--- src/scw_map.svh ---
`ifndef SCW_MAP_SVH
`define SCW_MAP_SVH

// register bus
`define SCW_ADDR_W        8
`define SCW_CFG_IDX       6
`define SCW_CFG_ADDR      (`SCW_CFG_IDX * 4)
`define SCW_CTRL_ADDR     8'h40
`define SCW_STAT_ADDR     8'h44
`define SCW_RESP_OKAY     2'b00
`define SCW_RESP_SLVERR   2'b10

// configuration word
`define SCW_CFG_W         28
`define SCW_CFG_RESET     28'h0000000
`define SCW_CTRL_RESET    32'h00000001
`define SCW_BIT_TERM      12
`define SCW_BIT_BYPASS_LO 13
`define SCW_BIT_PUMP_LO   16
`define SCW_BIT_ALIGN     20
`define SCW_BIT_WIDE      21
`define SCW_BIT_CAL       22
`define SCW_BIT_AUX_ON    24
`define SCW_BIT_AUX_SRC   25
`define SCW_BIT_EXT_LF    26
`define SCW_BIT_MANUAL    27
`define SCW_BIT_SYNC_CTRL 0

// pin synchroniser reset levels: sync pin idles high
`define SCW_PIN_RESET     4'h1

// calibration timing
`define SCW_CLK_NS        25
`define SCW_CAL_TIME_NS   10000
`define SCW_CAL_CYCLES    ((`SCW_CAL_TIME_NS + `SCW_CLK_NS - 1) / `SCW_CLK_NS)

`endif

--- src/scw_pkg.sv ---
`default_nettype none

package scw_pkg;

  typedef struct packed {
    logic       vco_cal_manual;
    logic       external_filter_sel;
    logic       aux_source_sel;
    logic       aux_out_on;
    logic       rsv23;
    logic       vco_cal_request;
    logic       pump_wide_pulse;
    logic       output_align_mode;
    logic [3:0] pump_current;
    logic [2:0] bypass_div;
    logic       secondary_term_disable;
    logic       rsv11;
    logic       feedback_div_bit7;
    logic [9:0] lower_fields;
  } scw_cfg_t;

  typedef struct packed {
    logic [14:0] rsv_hi;
    logic        align_pending;
    logic [7:0]  cal_count;
    logic [5:0]  rsv_lo;
    logic        startup_done;
    logic        cal_busy;
  } scw_stat_t;

  typedef enum logic {
    SCW_CAL_IDLE,
    SCW_CAL_RUN
  } scw_cal_state_t;

endpackage

`default_nettype wire

--- src/scw_sync2.sv ---
`include "scw_map.svh"
`default_nettype none

module scw_sync2 #(
  parameter int           W  = 4,
  parameter logic [W-1:0] RV = '0
) (
  // clock and reset
  input  wire logic         aclk,
  input  wire logic         aresetn,
  // pins
  input  wire logic [W-1:0] d,
  output logic      [W-1:0] q
);

  logic [W-1:0] meta;

  // first stage feeds only the second
  always_ff @(posedge aclk) begin
    if (!aresetn) begin
      meta <= RV;
      q    <= RV;
    end else begin
      meta <= d;
      q    <= meta;
    end
  end

endmodule

`default_nettype wire

--- src/scw_vco_cal.sv ---
`include "scw_map.svh"
`default_nettype none

module scw_vco_cal
  import scw_pkg::*;
(
  // clock and reset
  input  wire logic       aclk,
  input  wire logic       aresetn,
  // control
  input  wire logic       cal_edge,
  input  wire logic       manual,
  // state
  output logic            busy,
  output logic            startup_done,
  output logic      [7:0] count
);

  scw_cal_state_t state;
  logic [15:0]    timer;
  logic           boot_pending;
  logic           boot_run;
  logic           start_manual;
  logic           start_boot;
  logic           finish;

  assign start_manual = cal_edge && manual && (state == SCW_CAL_IDLE);
  assign start_boot   = boot_pending && !manual && (state == SCW_CAL_IDLE);
  assign finish       = (state == SCW_CAL_RUN) && (timer == 16'h0001);
  assign busy         = (state == SCW_CAL_RUN);

  always_ff @(posedge aclk) begin
    if (!aresetn) begin
      state <= SCW_CAL_IDLE;
    end else begin
      unique case (state)
        SCW_CAL_IDLE: if (start_manual || start_boot) state <= SCW_CAL_RUN;
        SCW_CAL_RUN:  if (finish) state <= SCW_CAL_IDLE;
      endcase
    end
  end

  always_ff @(posedge aclk) begin
    if (!aresetn) begin
      timer <= 16'h0000;
    end else if (start_manual || start_boot) begin
      timer <= 16'(`SCW_CAL_CYCLES);
    end else if (timer != 16'h0000) begin
      timer <= timer - 16'h0001;
    end
  end

  // startup window closes at first idle cycle, manual mode skips it
  always_ff @(posedge aclk) begin
    if (!aresetn) begin
      boot_pending <= 1'b1;
      boot_run     <= 1'b0;
      startup_done <= 1'b0;
    end else begin
      if (state == SCW_CAL_IDLE) boot_pending <= 1'b0;
      if (start_boot) boot_run <= 1'b1;
      else if (finish) boot_run <= 1'b0;
      if (finish && boot_run) startup_done <= 1'b1;
    end
  end

  always_ff @(posedge aclk) begin
    if (!aresetn) begin
      count <= 8'h00;
    end else if (finish) begin
      count <= count + 8'h01;
    end
  end

endmodule

`default_nettype wire

--- src/scw_config_top.sv ---
`include "scw_map.svh"
`default_nettype none

// Function
// - bit 12 high turns the secondary input termination off
// - bits 13 to 15 hold the three-bit bypass divider code
// - bits 16 to 19 hold the four-bit charge pump current code
// - align mode 0: align outputs on reference edge after sync release
// - align mode 1: align outputs directly on sync release
// - bit 21 picks wide (1) or narrow (0) pump pulse
// - a rising edge of bit 22, not its level, is the request
// - the request starts calibration only in manual mode
// - bit 27 low selects startup calibration mode
// - auxiliary output is driven only while bit 24 is 1
// - bit 25 routes output divider 2 (0) or 3 (1) to aux
// - bit 26 selects external (1) or internal (0) loop filter
module scw_config_top
  import scw_pkg::*;
(
  // clock and reset
  input  wire logic        aclk,
  input  wire logic        aresetn,
  // write address
  input  wire logic  [7:0] s_axi_awaddr,
  input  wire logic  [2:0] s_axi_awprot,
  input  wire logic        s_axi_awvalid,
  output logic             s_axi_awready,
  // write data
  input  wire logic [31:0] s_axi_wdata,
  input  wire logic  [3:0] s_axi_wstrb,
  input  wire logic        s_axi_wvalid,
  output logic             s_axi_wready,
  // write response
  output logic       [1:0] s_axi_bresp,
  output logic             s_axi_bvalid,
  input  wire logic        s_axi_bready,
  // read address
  input  wire logic  [7:0] s_axi_araddr,
  input  wire logic  [2:0] s_axi_arprot,
  input  wire logic        s_axi_arvalid,
  output logic             s_axi_arready,
  // read data
  output logic      [31:0] s_axi_rdata,
  output logic       [1:0] s_axi_rresp,
  output logic             s_axi_rvalid,
  input  wire logic        s_axi_rready,
  // pins and divider taps
  input  wire logic        sync_n_pin,
  input  wire logic        ref_clk_in,
  input  wire logic        out_div2_clk,
  input  wire logic        out_div3_clk,
  // analog control
  output var scw_cfg_t     cfg_word,
  output logic             secondary_term_enable,
  output logic             vco_cal_active,
  output logic             output_align_pulse,
  output logic             aux_out_en,
  output logic             aux_clk_out
);

  logic  [7:0] aw_addr;
  logic        aw_full;
  logic [31:0] w_data;
  logic  [3:0] w_strb;
  logic        w_full;
  logic        do_write;
  logic        cfg_hit;
  logic        ctrl_hit;
  logic        stat_hit;
  logic [31:0] ctrl;
  logic [31:0] next_cfg32;
  logic [31:0] next_ctrl;
  logic [31:0] rd_word;
  logic        rd_hit;
  logic  [3:0] pin_s;
  logic        sync_eff_n;
  logic        sync_prev_n;
  logic        sync_rise;
  logic        ref_prev;
  logic        ref_rise;
  logic        align_pending;
  logic        cal_prev;
  logic        cal_edge;
  logic        cal_startup_done;
  logic  [7:0] cal_count;
  scw_stat_t   stat;

  function automatic logic [31:0] merge_bytes(
    input logic [31:0] old,
    input logic [31:0] data,
    input logic  [3:0] strb
  );
    logic [31:0] res;
    res = old;
    for (int i = 0; i < 4; i++) begin
      if (strb[i]) res[8*i +: 8] = data[8*i +: 8];
    end
    return res;
  endfunction

  // write channel: address and data may come in either order
  assign s_axi_awready = !aw_full && !s_axi_bvalid;
  assign s_axi_wready  = !w_full && !s_axi_bvalid;
  assign do_write      = aw_full && w_full && !s_axi_bvalid;
  assign cfg_hit  = ({aw_addr[7:2], 2'b00} == 8'(`SCW_CFG_ADDR));
  assign ctrl_hit = ({aw_addr[7:2], 2'b00} == `SCW_CTRL_ADDR);

  always_ff @(posedge aclk) begin
    if (!aresetn) begin
      aw_full <= 1'b0;
      aw_addr <= 8'h00;
    end else if (s_axi_awvalid && s_axi_awready) begin
      aw_full <= 1'b1;
      aw_addr <= s_axi_awaddr;
    end else if (do_write) begin
      aw_full <= 1'b0;
    end
  end

  always_ff @(posedge aclk) begin
    if (!aresetn) begin
      w_full <= 1'b0;
      w_data <= 32'h00000000;
      w_strb <= 4'h0;
    end else if (s_axi_wvalid && s_axi_wready) begin
      w_full <= 1'b1;
      w_data <= s_axi_wdata;
      w_strb <= s_axi_wstrb;
    end else if (do_write) begin
      w_full <= 1'b0;
    end
  end

  always_ff @(posedge aclk) begin
    if (!aresetn) begin
      s_axi_bvalid <= 1'b0;
      s_axi_bresp  <= `SCW_RESP_OKAY;
    end else if (do_write) begin
      s_axi_bvalid <= 1'b1;
      s_axi_bresp  <= (cfg_hit || ctrl_hit) ? `SCW_RESP_OKAY
                                            : `SCW_RESP_SLVERR;
    end else if (s_axi_bready) begin
      s_axi_bvalid <= 1'b0;
    end
  end

  assign next_cfg32 = merge_bytes({4'h0, cfg_word}, w_data, w_strb);
  assign next_ctrl  = merge_bytes(ctrl, w_data, w_strb);

  always_ff @(posedge aclk) begin
    if (!aresetn) begin
      cfg_word <= scw_cfg_t'(`SCW_CFG_RESET);
    end else if (do_write && cfg_hit) begin
      cfg_word <= scw_cfg_t'(next_cfg32[`SCW_CFG_W-1:0]);
    end
  end

  // only the sync control bit is kept; the rest reads zero
  always_ff @(posedge aclk) begin
    if (!aresetn) begin
      ctrl <= `SCW_CTRL_RESET;
    end else if (do_write && ctrl_hit) begin
      ctrl <= {31'h00000000, next_ctrl[`SCW_BIT_SYNC_CTRL]};
    end
  end

  assign secondary_term_enable = !cfg_word.secondary_term_disable;

  // read channel: one beat at a time
  assign s_axi_arready = !s_axi_rvalid;
  assign stat_hit = ({s_axi_araddr[7:2], 2'b00} == `SCW_STAT_ADDR);

  always_comb begin
    stat               = '0;
    stat.cal_busy      = vco_cal_active;
    stat.startup_done  = cal_startup_done;
    stat.cal_count     = cal_count;
    stat.align_pending = align_pending;
  end

  always_comb begin
    rd_hit  = 1'b1;
    rd_word = 32'h00000000;
    if ({s_axi_araddr[7:2], 2'b00} == 8'(`SCW_CFG_ADDR)) begin
      rd_word = {4'h0, cfg_word};
    end else if ({s_axi_araddr[7:2], 2'b00} == `SCW_CTRL_ADDR) begin
      rd_word = ctrl;
    end else if (stat_hit) begin
      rd_word = stat;
    end else begin
      rd_hit = 1'b0;
    end
  end

  always_ff @(posedge aclk) begin
    if (!aresetn) begin
      s_axi_rvalid <= 1'b0;
      s_axi_rdata  <= 32'h00000000;
      s_axi_rresp  <= `SCW_RESP_OKAY;
    end else if (s_axi_arvalid && s_axi_arready) begin
      s_axi_rvalid <= 1'b1;
      s_axi_rdata  <= rd_word;
      s_axi_rresp  <= rd_hit ? `SCW_RESP_OKAY : `SCW_RESP_SLVERR;
    end else if (s_axi_rready) begin
      s_axi_rvalid <= 1'b0;
    end
  end

  scw_sync2 #(
    .W  (4),
    .RV (`SCW_PIN_RESET)
  ) u_pins (
    .aclk    (aclk),
    .aresetn (aresetn),
    .d       ({out_div3_clk, out_div2_clk, ref_clk_in, sync_n_pin}),
    .q       (pin_s)
  );

  // pin and control bit both act as the active-low sync
  assign sync_eff_n = pin_s[0] && ctrl[`SCW_BIT_SYNC_CTRL];
  assign sync_rise  = sync_eff_n && !sync_prev_n;
  assign ref_rise   = pin_s[1] && !ref_prev;

  always_ff @(posedge aclk) begin
    if (!aresetn) begin
      sync_prev_n <= 1'b1;
      ref_prev    <= 1'b0;
    end else begin
      sync_prev_n <= sync_eff_n;
      ref_prev    <= pin_s[1];
    end
  end

  always_ff @(posedge aclk) begin
    if (!aresetn) begin
      align_pending <= 1'b0;
    end else if (sync_rise && !cfg_word.output_align_mode) begin
      align_pending <= 1'b1;
    end else if (ref_rise || !sync_eff_n
                 || cfg_word.output_align_mode) begin
      align_pending <= 1'b0;
    end
  end

  always_ff @(posedge aclk) begin
    if (!aresetn) begin
      output_align_pulse <= 1'b0;
    end else if (cfg_word.output_align_mode) begin
      output_align_pulse <= sync_rise;
    end else begin
      output_align_pulse <= align_pending && ref_rise && sync_eff_n;
    end
  end

  always_ff @(posedge aclk) begin
    if (!aresetn) begin
      cal_prev <= 1'b0;
    end else begin
      cal_prev <= cfg_word.vco_cal_request;
    end
  end

  assign cal_edge = cfg_word.vco_cal_request && !cal_prev;

  // an edge during a running calibration is dropped, not queued
  scw_vco_cal u_cal (
    .aclk         (aclk),
    .aresetn      (aresetn),
    .cal_edge     (cal_edge),
    .manual       (cfg_word.vco_cal_manual),
    .busy         (vco_cal_active),
    .startup_done (cal_startup_done),
    .count        (cal_count)
  );

  always_ff @(posedge aclk) begin
    if (!aresetn) begin
      aux_out_en  <= 1'b0;
      aux_clk_out <= 1'b0;
    end else begin
      aux_out_en  <= cfg_word.aux_out_on;
      aux_clk_out <= cfg_word.aux_out_on
                     && (cfg_word.aux_source_sel ? pin_s[3] : pin_s[2]);
    end
  end
endmodule

`default_nettype wire

--- config.mk ---
export PLATFORM = sky130hd
export DESIGN_NAME = scw_config_top
export DESIGN_NICKNAME = d
export VERILOG_FILES = /design/src/scw_pkg.sv /design/src/scw_sync2.sv /design/src/scw_vco_cal.sv /design/src/scw_config_top.sv
export VERILOG_INCLUDE_DIRS = /design/src
export SDC_FILE = /design/constraint.sdc
export NUM_CORES = 1
export LEC_CHECK = 0
export BUFFER_PORTS_ARGS = -buffer_cell sky130_fd_sc_hd__buf_4
export CELL_PAD_IN_SITES_DETAIL_PLACEMENT = 0
export CELL_PAD_IN_SITES_GLOBAL_PLACEMENT = 1
export CORE_ASPECT_RATIO = 0.75
export CORE_MARGIN = 3
export CORE_UTILIZATION = 40
export CTS_BUF_LIST = sky130_fd_sc_hd__clkbuf_8
export DETAILED_ROUTE_END_ITERATION = 10
export HOLD_SLACK_MARGIN = 0.02
export PLACE_DENSITY_LB_ADDON = 0.1
export SLEW_MARGIN = 15
export SYNTH_ARGS = -nofsm -noshare
export SYNTH_HDL_FRONTEND = slang
export SYNTH_SLANG_ARGS = --single-unit
export TNS_END_PERCENT = 20
--- constraint.sdc ---
create_clock -name aclk -period 2.2 [get_ports aclk]
set_input_delay 0.11 -clock aclk [delete_from_list [all_inputs] [get_ports aclk]]
set_output_delay 0.11 -clock aclk [all_outputs]
set_load 0.02 [all_outputs]
==> out/metrics.csv, run 1 <==
metric,value,unit
run status,"finished, final reports clean",
layout cells sized above 1,21.9,%
Area growth syn-to-layout,35.5,%
number of diodes,0,
Internal,0.00489,W
dpl hpwl,10.2,mm
Leak,3.12,nW
Die Wd,142,microns
Setup crit end kind,register,
worst slew pin tran,0.794,ns
worst path cell trace,"inv_1, ha_1, nor3b_1, and4_1, buf_4, or3_1, a21oi_1",
height of the chip,108,microns
GR peak layer,met1,
input/output buffers,122,
I/O Pins,143,
final count of negative-setup-slack endpoints,0,
CTS Sinks,144,
Worst VDD drop,448,uV
area of the mapped netlist,5580,sq um
sw power,0.00205,W
full die area,15400,sq um
Final Max Slew Viols,0,
Post-synth EDFFs,0,
Synth top area share,51.6,%
post-CTS setup buffer count,0,
TritonCTS clock tree,built,
GPL Wtd Cong,0.784,
GR Layer Usage met3,4.91,%
Initial Util,41.9,%
GRT Total Usage,19.8,%
Post-Route Skew,0.00973,ns
CTS Buf Count,17,
initial antenna violation count,0,
final antenna-violating net count,0,
hold crit path type,input pin to register,
fin crit period,2.01,ns
part of the Yosys area used for sequential elements,51.6,%
Clock Tree Buf Depth,2,
Resized Gates After CTS,0,
final core occ,56.7,%
number of synthesized register bits,144,
largest area contributor in the netlist,dfxtp_1,
worst stage delay on the critical path,0.59,ns
clk slew on worst S/H paths,0.08,ns
"commonest cells after routing, fill and taps aside","nand2_1, dfxtp_1, buf_4, a21oi_1",
NumNets Final,895,
first-pass GRT wire length,24.3,mm
Bufs and invs on worst path,2,
Mapped Cells,664,
TNS Setup,0,ns
"Hold Violations, Final",0,
H-tree Lvls,4,
Pre-antenna DRT Iters,5,
drt wl/cell,14.8,microns
DR vias/cell,5.20,
final cycle utilization of the critical path,91.4,%
DRC,0,
Gate power share,22.1,%
max cap viols,0,
worst path arrival time,2.34,ns
"most common cell after layout, fill and taps aside",nand2_1,
WP data required,2.52,ns
clock latency on the worst-skew pair,0.44,ns
critical path type,register to register,
largest net degree at the start of global routing,84,
starting DRC count in detailed routing,281,
grt met1 use,28.8,%
core box area,13300,sq um
met2 GRT Util,28.8,%
Synth cell types,50,
vias in the first global route,4764,
CTS root buffer,clkbuf_8,
Startpoint Class,register,
switch share,29.5,%
ys async rst share,0,%
clock power share,34.5,%
Power Density,917,nW/um^2
Slew headroom,47.1,%
unrepaired setup endpoints after global routing,no,
main flop type after synthesis,dfxtp_1,
Fin Hold WS,0.0948,ns
layout filler cell count,1248,
Congestion Overflow GR,0,
row cnt,36,
via count,5227,
Fmax achieved,497,MHz
DRT Wirelength,14.9,mm
worst-path maximum fanout,10,
Seq pwr share,43.4,%
Avg Inst Size Synth,8.41,sq um
Syn. warnings,0,
critical path's top delay family,simple AND/OR/NAND/NOR gates,
Critical-path top delay cell,nor3b_1,
Area contributors post-synth,"dfxtp_1, nand2_1, a21oi_1",
[stage by stage]
stage	setup WS, ns	power, W	instance area [sq um]	instances
detailed placement	0.195	0.00453	6660	930
CTS	0.215	0.00699	7570	1006
floorplan	0.419	0.00406	5600	669
finish	0.188	0.00694	7570	1006
global placement	0.266	0.00448	6660	930
global route	0.0339	0.00732	7570	1006
[registers in the layout (all words and copies together), names as in the netlist, 4 cells and up]
signal / count
s_axi_rdata: 28
aw_addr: 6
u_pins.meta: 4
u_cal.timer: 16
u_cal.count: 8
u_pins.q: 4
w_strb: 4
w_data: 28
cfg_word: 28
[path summary, 6_finish.rpt]
check / cells after the start / startpoint / endpoint / slack [ns]
worst max-delay path: 7 / u_cal.timer[0] / u_cal.timer[6] / 0.19
worst min-delay path: 4 / s_axi_araddr[2] / s_axi_rdata[0] / 0.09
worst max register to register: 7 / u_cal.timer[0] / u_cal.timer[6] / 0.19
worst min register to register: 1 / u_pins.meta[0] / u_pins.q[0] / 0.42
[cells by family (layout without fill, tap and decap cells)]
| logic type | after synthesis | count (layout) | share of synthesized area, % |
|---|---|---|---|
| multiplexers | 10 | 10 | 1.79 |
| adder cells (fa/ha/maj) | 3 | 3 | 0.672 |
| XOR/XNOR | 4 | 4 | 0.628 |
| AO/OA/AOI/OAI | 153 | 153 | 15.7 |
| other | 1 | 6 | 0.0672 |
| AND/OR/NAND/NOR | 282 | 282 | 24.5 |
| buffers and inverters | 67 | 233 | 5.04 |
| flip-flops | 144 | 144 | 51.6 |
[layout make-up]
class | count | area, sq um | area share [%]
Tap cell | 171 | 214 | 2.83
Inverter | 16 | 60.1 | 0.794
Timing Repair Buffer | 186 | 1510 | 19.9
Sequential cell | 144 | 2880 | 38.1
Clock buffer | 18 | 248 | 3.27
Clock inverter | 13 | 213 | 2.81
Multi-Input combinational cell | 458 | 2440 | 32.2
[worst reg2reg max path, delay by kind of cell, from the launching register on]
family	cells	cell delay, ns
AND/OR/NAND/NOR	3	1.00
flip-flops	1	0.35
buffers and inverters	2	0.28
adder cells (fa/ha/maj)	1	0.22
AO/OA/AOI/OAI	1	0.06
[layer usage]
layer,up-vias,wire length [microns]
met4,0,215
met3,18,851
met1,2439,7610
met5,-,0
li1,2611,-
met2,159,6190
[synthesized netlist by cell type (6+ instances only)]
| master | number |
|---|---|
| nor3_1 | 6 |
| a221oi_1 | 10 |
| o21ai_0 | 45 |
| nand4_1 | 6 |
| nand3_1 | 29 |
| clkbuf_1 | 41 |
| o31ai_1 | 8 |
| dfxtp_1 | 144 |
| inv_1 | 15 |
| or3_1 | 7 |
| mux2i_1 | 10 |
| or4_1 | 10 |
| nand2_1 | 145 |
| a21oi_1 | 72 |
| buf_4 | 7 |
| nor2_1 | 35 |
| and2_1 | 9 |
[power groups by stage]
stage | clock [W] | sequential (W) | combinational, W
finish | 0.00239 | 0.00301 | 0.00153
CTS | 0.00245 | 0.00301 | 0.00153
global route | 0.00256 | 0.00305 | 0.00172
floorplan | 0 | 0.00306 | 0.00100
global placement | 0 | 0.00306 | 0.00143
detailed placement | 0 | 0.00307 | 0.00146
[what timing repair did]
action                                  CTS  global route
hold buffers                             45             0
endpoints found under the hold margin    44             0
endpoints found under the setup margin    0             0
Power figures use the tool's default switching activity.
==> run 2, diff against run 1 <==
--- a/config.mk
+++ b/config.mk
@@ -16,6 +16,7 @@
 export DETAILED_ROUTE_END_ITERATION = 10
 export HOLD_SLACK_MARGIN = 0.02
 export PLACE_DENSITY_LB_ADDON = 0.1
+export RECOVER_POWER = 25
 export SLEW_MARGIN = 15
 export SYNTH_ARGS = -nofsm -noshare
 export SYNTH_HDL_FRONTEND = slang
==> run 2 against run 1 <==
  * The flow now finishes with violations (max-capacitance violations, max-slew violations)
  * Clock skew barely moved
  * Clock-buffer cell count did not move
  * Setup slack got worse by 0.00075 ns
  * Final cell count did not move
  * Via count fell by 0.40%
  * Sequential share of layout area rose by 0.74 points
  * Wire length rose by 0.35%
  * First-iteration DRC count rose by 2.8%
  * Combinational power barely moved
  * Total power fell by 0.17%
  * Non-clock buffer count did not move
  * Sequential cell count did not move
  * Largest cell class unchanged
==> out/metrics.csv, run 2 (synthesis gave the netlist of run 1 again) <==
metric,value,unit
run status,"complete, but fails checks",
failing checks,"max-capacitance violations, max-slew violations",
Final Max Slew Viols,84,
Post-Route Skew,0.00941,ns
CTS Sinks,144,
Congestion Overflow GR,0,
DR vias/cell,5.17,
clk slew on worst S/H paths,0.08,ns
drt wl/cell,14.8,microns
initial antenna violation count,0,
fin crit period,2.01,ns
I/O Pins,143,
hold crit path type,input pin to register,
core box area,13300,sq um
Clock Tree Buf Depth,2,
final antenna-violating net count,0,
height of the chip,108,microns
NumNets Final,895,
setup ws final,0.187,ns
Area growth syn-to-layout,32.9,%
clock latency on the worst-skew pair,0.44,ns
vias in the first global route,4764,
"most common cell after layout, fill and taps aside",nand2_1,
Place WS,0.195,ns
largest net degree at the start of global routing,84,
"commonest cells after routing, fill and taps aside","nand2_1, dfxtp_1, buf_4, a21oi_1",
TritonCTS clock tree,built,
Slew headroom,-5.05,%
worst slew pin tran,1.58,ns
worst-path maximum fanout,10,
worst stage delay on the critical path,0.59,ns
CTS Buf Count,17,
unrepaired setup endpoints after global routing,no,
via count,5206,
Startpoint Class,register,
Initial Util,41.9,%
layout cells sized above 1,17.4,%
TNS Setup,0,ns
Critical-path top delay cell,nor3b_1,
Worst VDD drop,449,uV
Resized Gates After CTS,0,
input/output buffers,122,
first-pass GRT wire length,24.3,mm
Power Density,933,nW/um^2
GPL Wtd Cong,0.784,
post-CTS setup buffer count,0,
"Hold Violations, Final",0,
full die area,15400,sq um
max cap viols,1,
dpl hpwl,10.2,mm
Pre-antenna DRT Iters,4,
final count of negative-setup-slack endpoints,0,
H-tree Lvls,4,
critical path type,register to register,
DRC,0,
row cnt,36,
starting DRC count in detailed routing,289,
GRT Total Usage,19.8,%
number of diodes,0,
Setup crit end kind,register,
DRT Wirelength,14.9,mm
worst path cell trace,"inv_1, ha_1, nor3b_1, and4_1, buf_4, or3_1, a21oi_1",
final cycle utilization of the critical path,91.5,%
Die Wd,142,microns
worst path arrival time,2.34,ns
Leak,2.96,nW
Fmax achieved,497,MHz
CTS root buffer,clkbuf_8,
WP data required,2.52,ns
Largest regs,"cfg_word: 28 flops, s_axi_rdata: 28 flops, w_data: 28 flops",
[run 2: final timing paths]
path	from	to	slack, ns	cells past startpoint
max	u_cal.timer[0]	u_cal.timer[6]	0.19	7
min	s_axi_araddr[2]	s_axi_rdata[0]	0.1	4
max reg2reg	u_cal.timer[0]	u_cal.timer[6]	0.19	7
min reg2reg	u_pins.meta[0]	u_pins.q[0]	0.42	1
[run 2: routing by layer]
metal	vias to the layer above	GRT usage, %	part of all wire (%)	wire [microns]
met2	152	28.8	41	6100
li1	2617	-	-	-
met4	0	6.17	1.4	215
met5	-	0	0	0
met3	18	4.91	6.4	952
met1	2419	28.8	51	7660
[run 2: report_power, final]
part / switching, W / total (W) / internal, W
combinational: 0.000816 / 0.00152 / 0.000699
clock: 0.00102 / 0.00240 / 0.00138
sequential: 0.000210 / 0.00301 / 0.00280
total: 0.00205 / 0.00693 / 0.00488
[run 2: critical path: cells and delay by family (launching register included)]
family | cells | cell delay, ns
simple gates | 3 | 1.00
compound gates | 1 | 0.06
fa+ha+maj | 1 | 0.22
buf+inv | 2 | 0.28
flops | 1 | 0.35
[run 2: layout make-up]
| class | count | area, sq um |
|---|---|---|
| fillers | 1285 | 5910 |
| flip-flops and latches | 144 | 2880 |
| multi-input cells | 458 | 2440 |
| repair buffers | 186 | 1370 |
| clock buffers | 18 | 248 |
| well taps | 171 | 214 |
| clock inverters | 13 | 213 |
| inverters | 16 | 60.1 |
[run 2: metrics by stage]
stage / hold slack [ns] / instances / utilization [%] / cell area, sq um / total power (W)
2_1_floorplan: 0.209 / 669 / - / 5600 / 0.00406
3_3_place_gp: 0.311 / 930 / 49.9 / 6660 / 0.00448
3_5_place_dp: 0.317 / 930 / 49.9 / 6660 / 0.00453
4_1_cts: 0.0726 / 1006 / 56.7 / 7570 / 0.00699
5_1_grt: 0.136 / 1006 / 55.7 / 7420 / 0.00731
6_report: 0.0955 / 1006 / 55.7 / 7420 / 0.00693
[run 2: repair_timing]
action,in CTS,in global routing
hold endpoints to repair,44,0
setup endpoints to repair,0,0
hold buffers,45,0
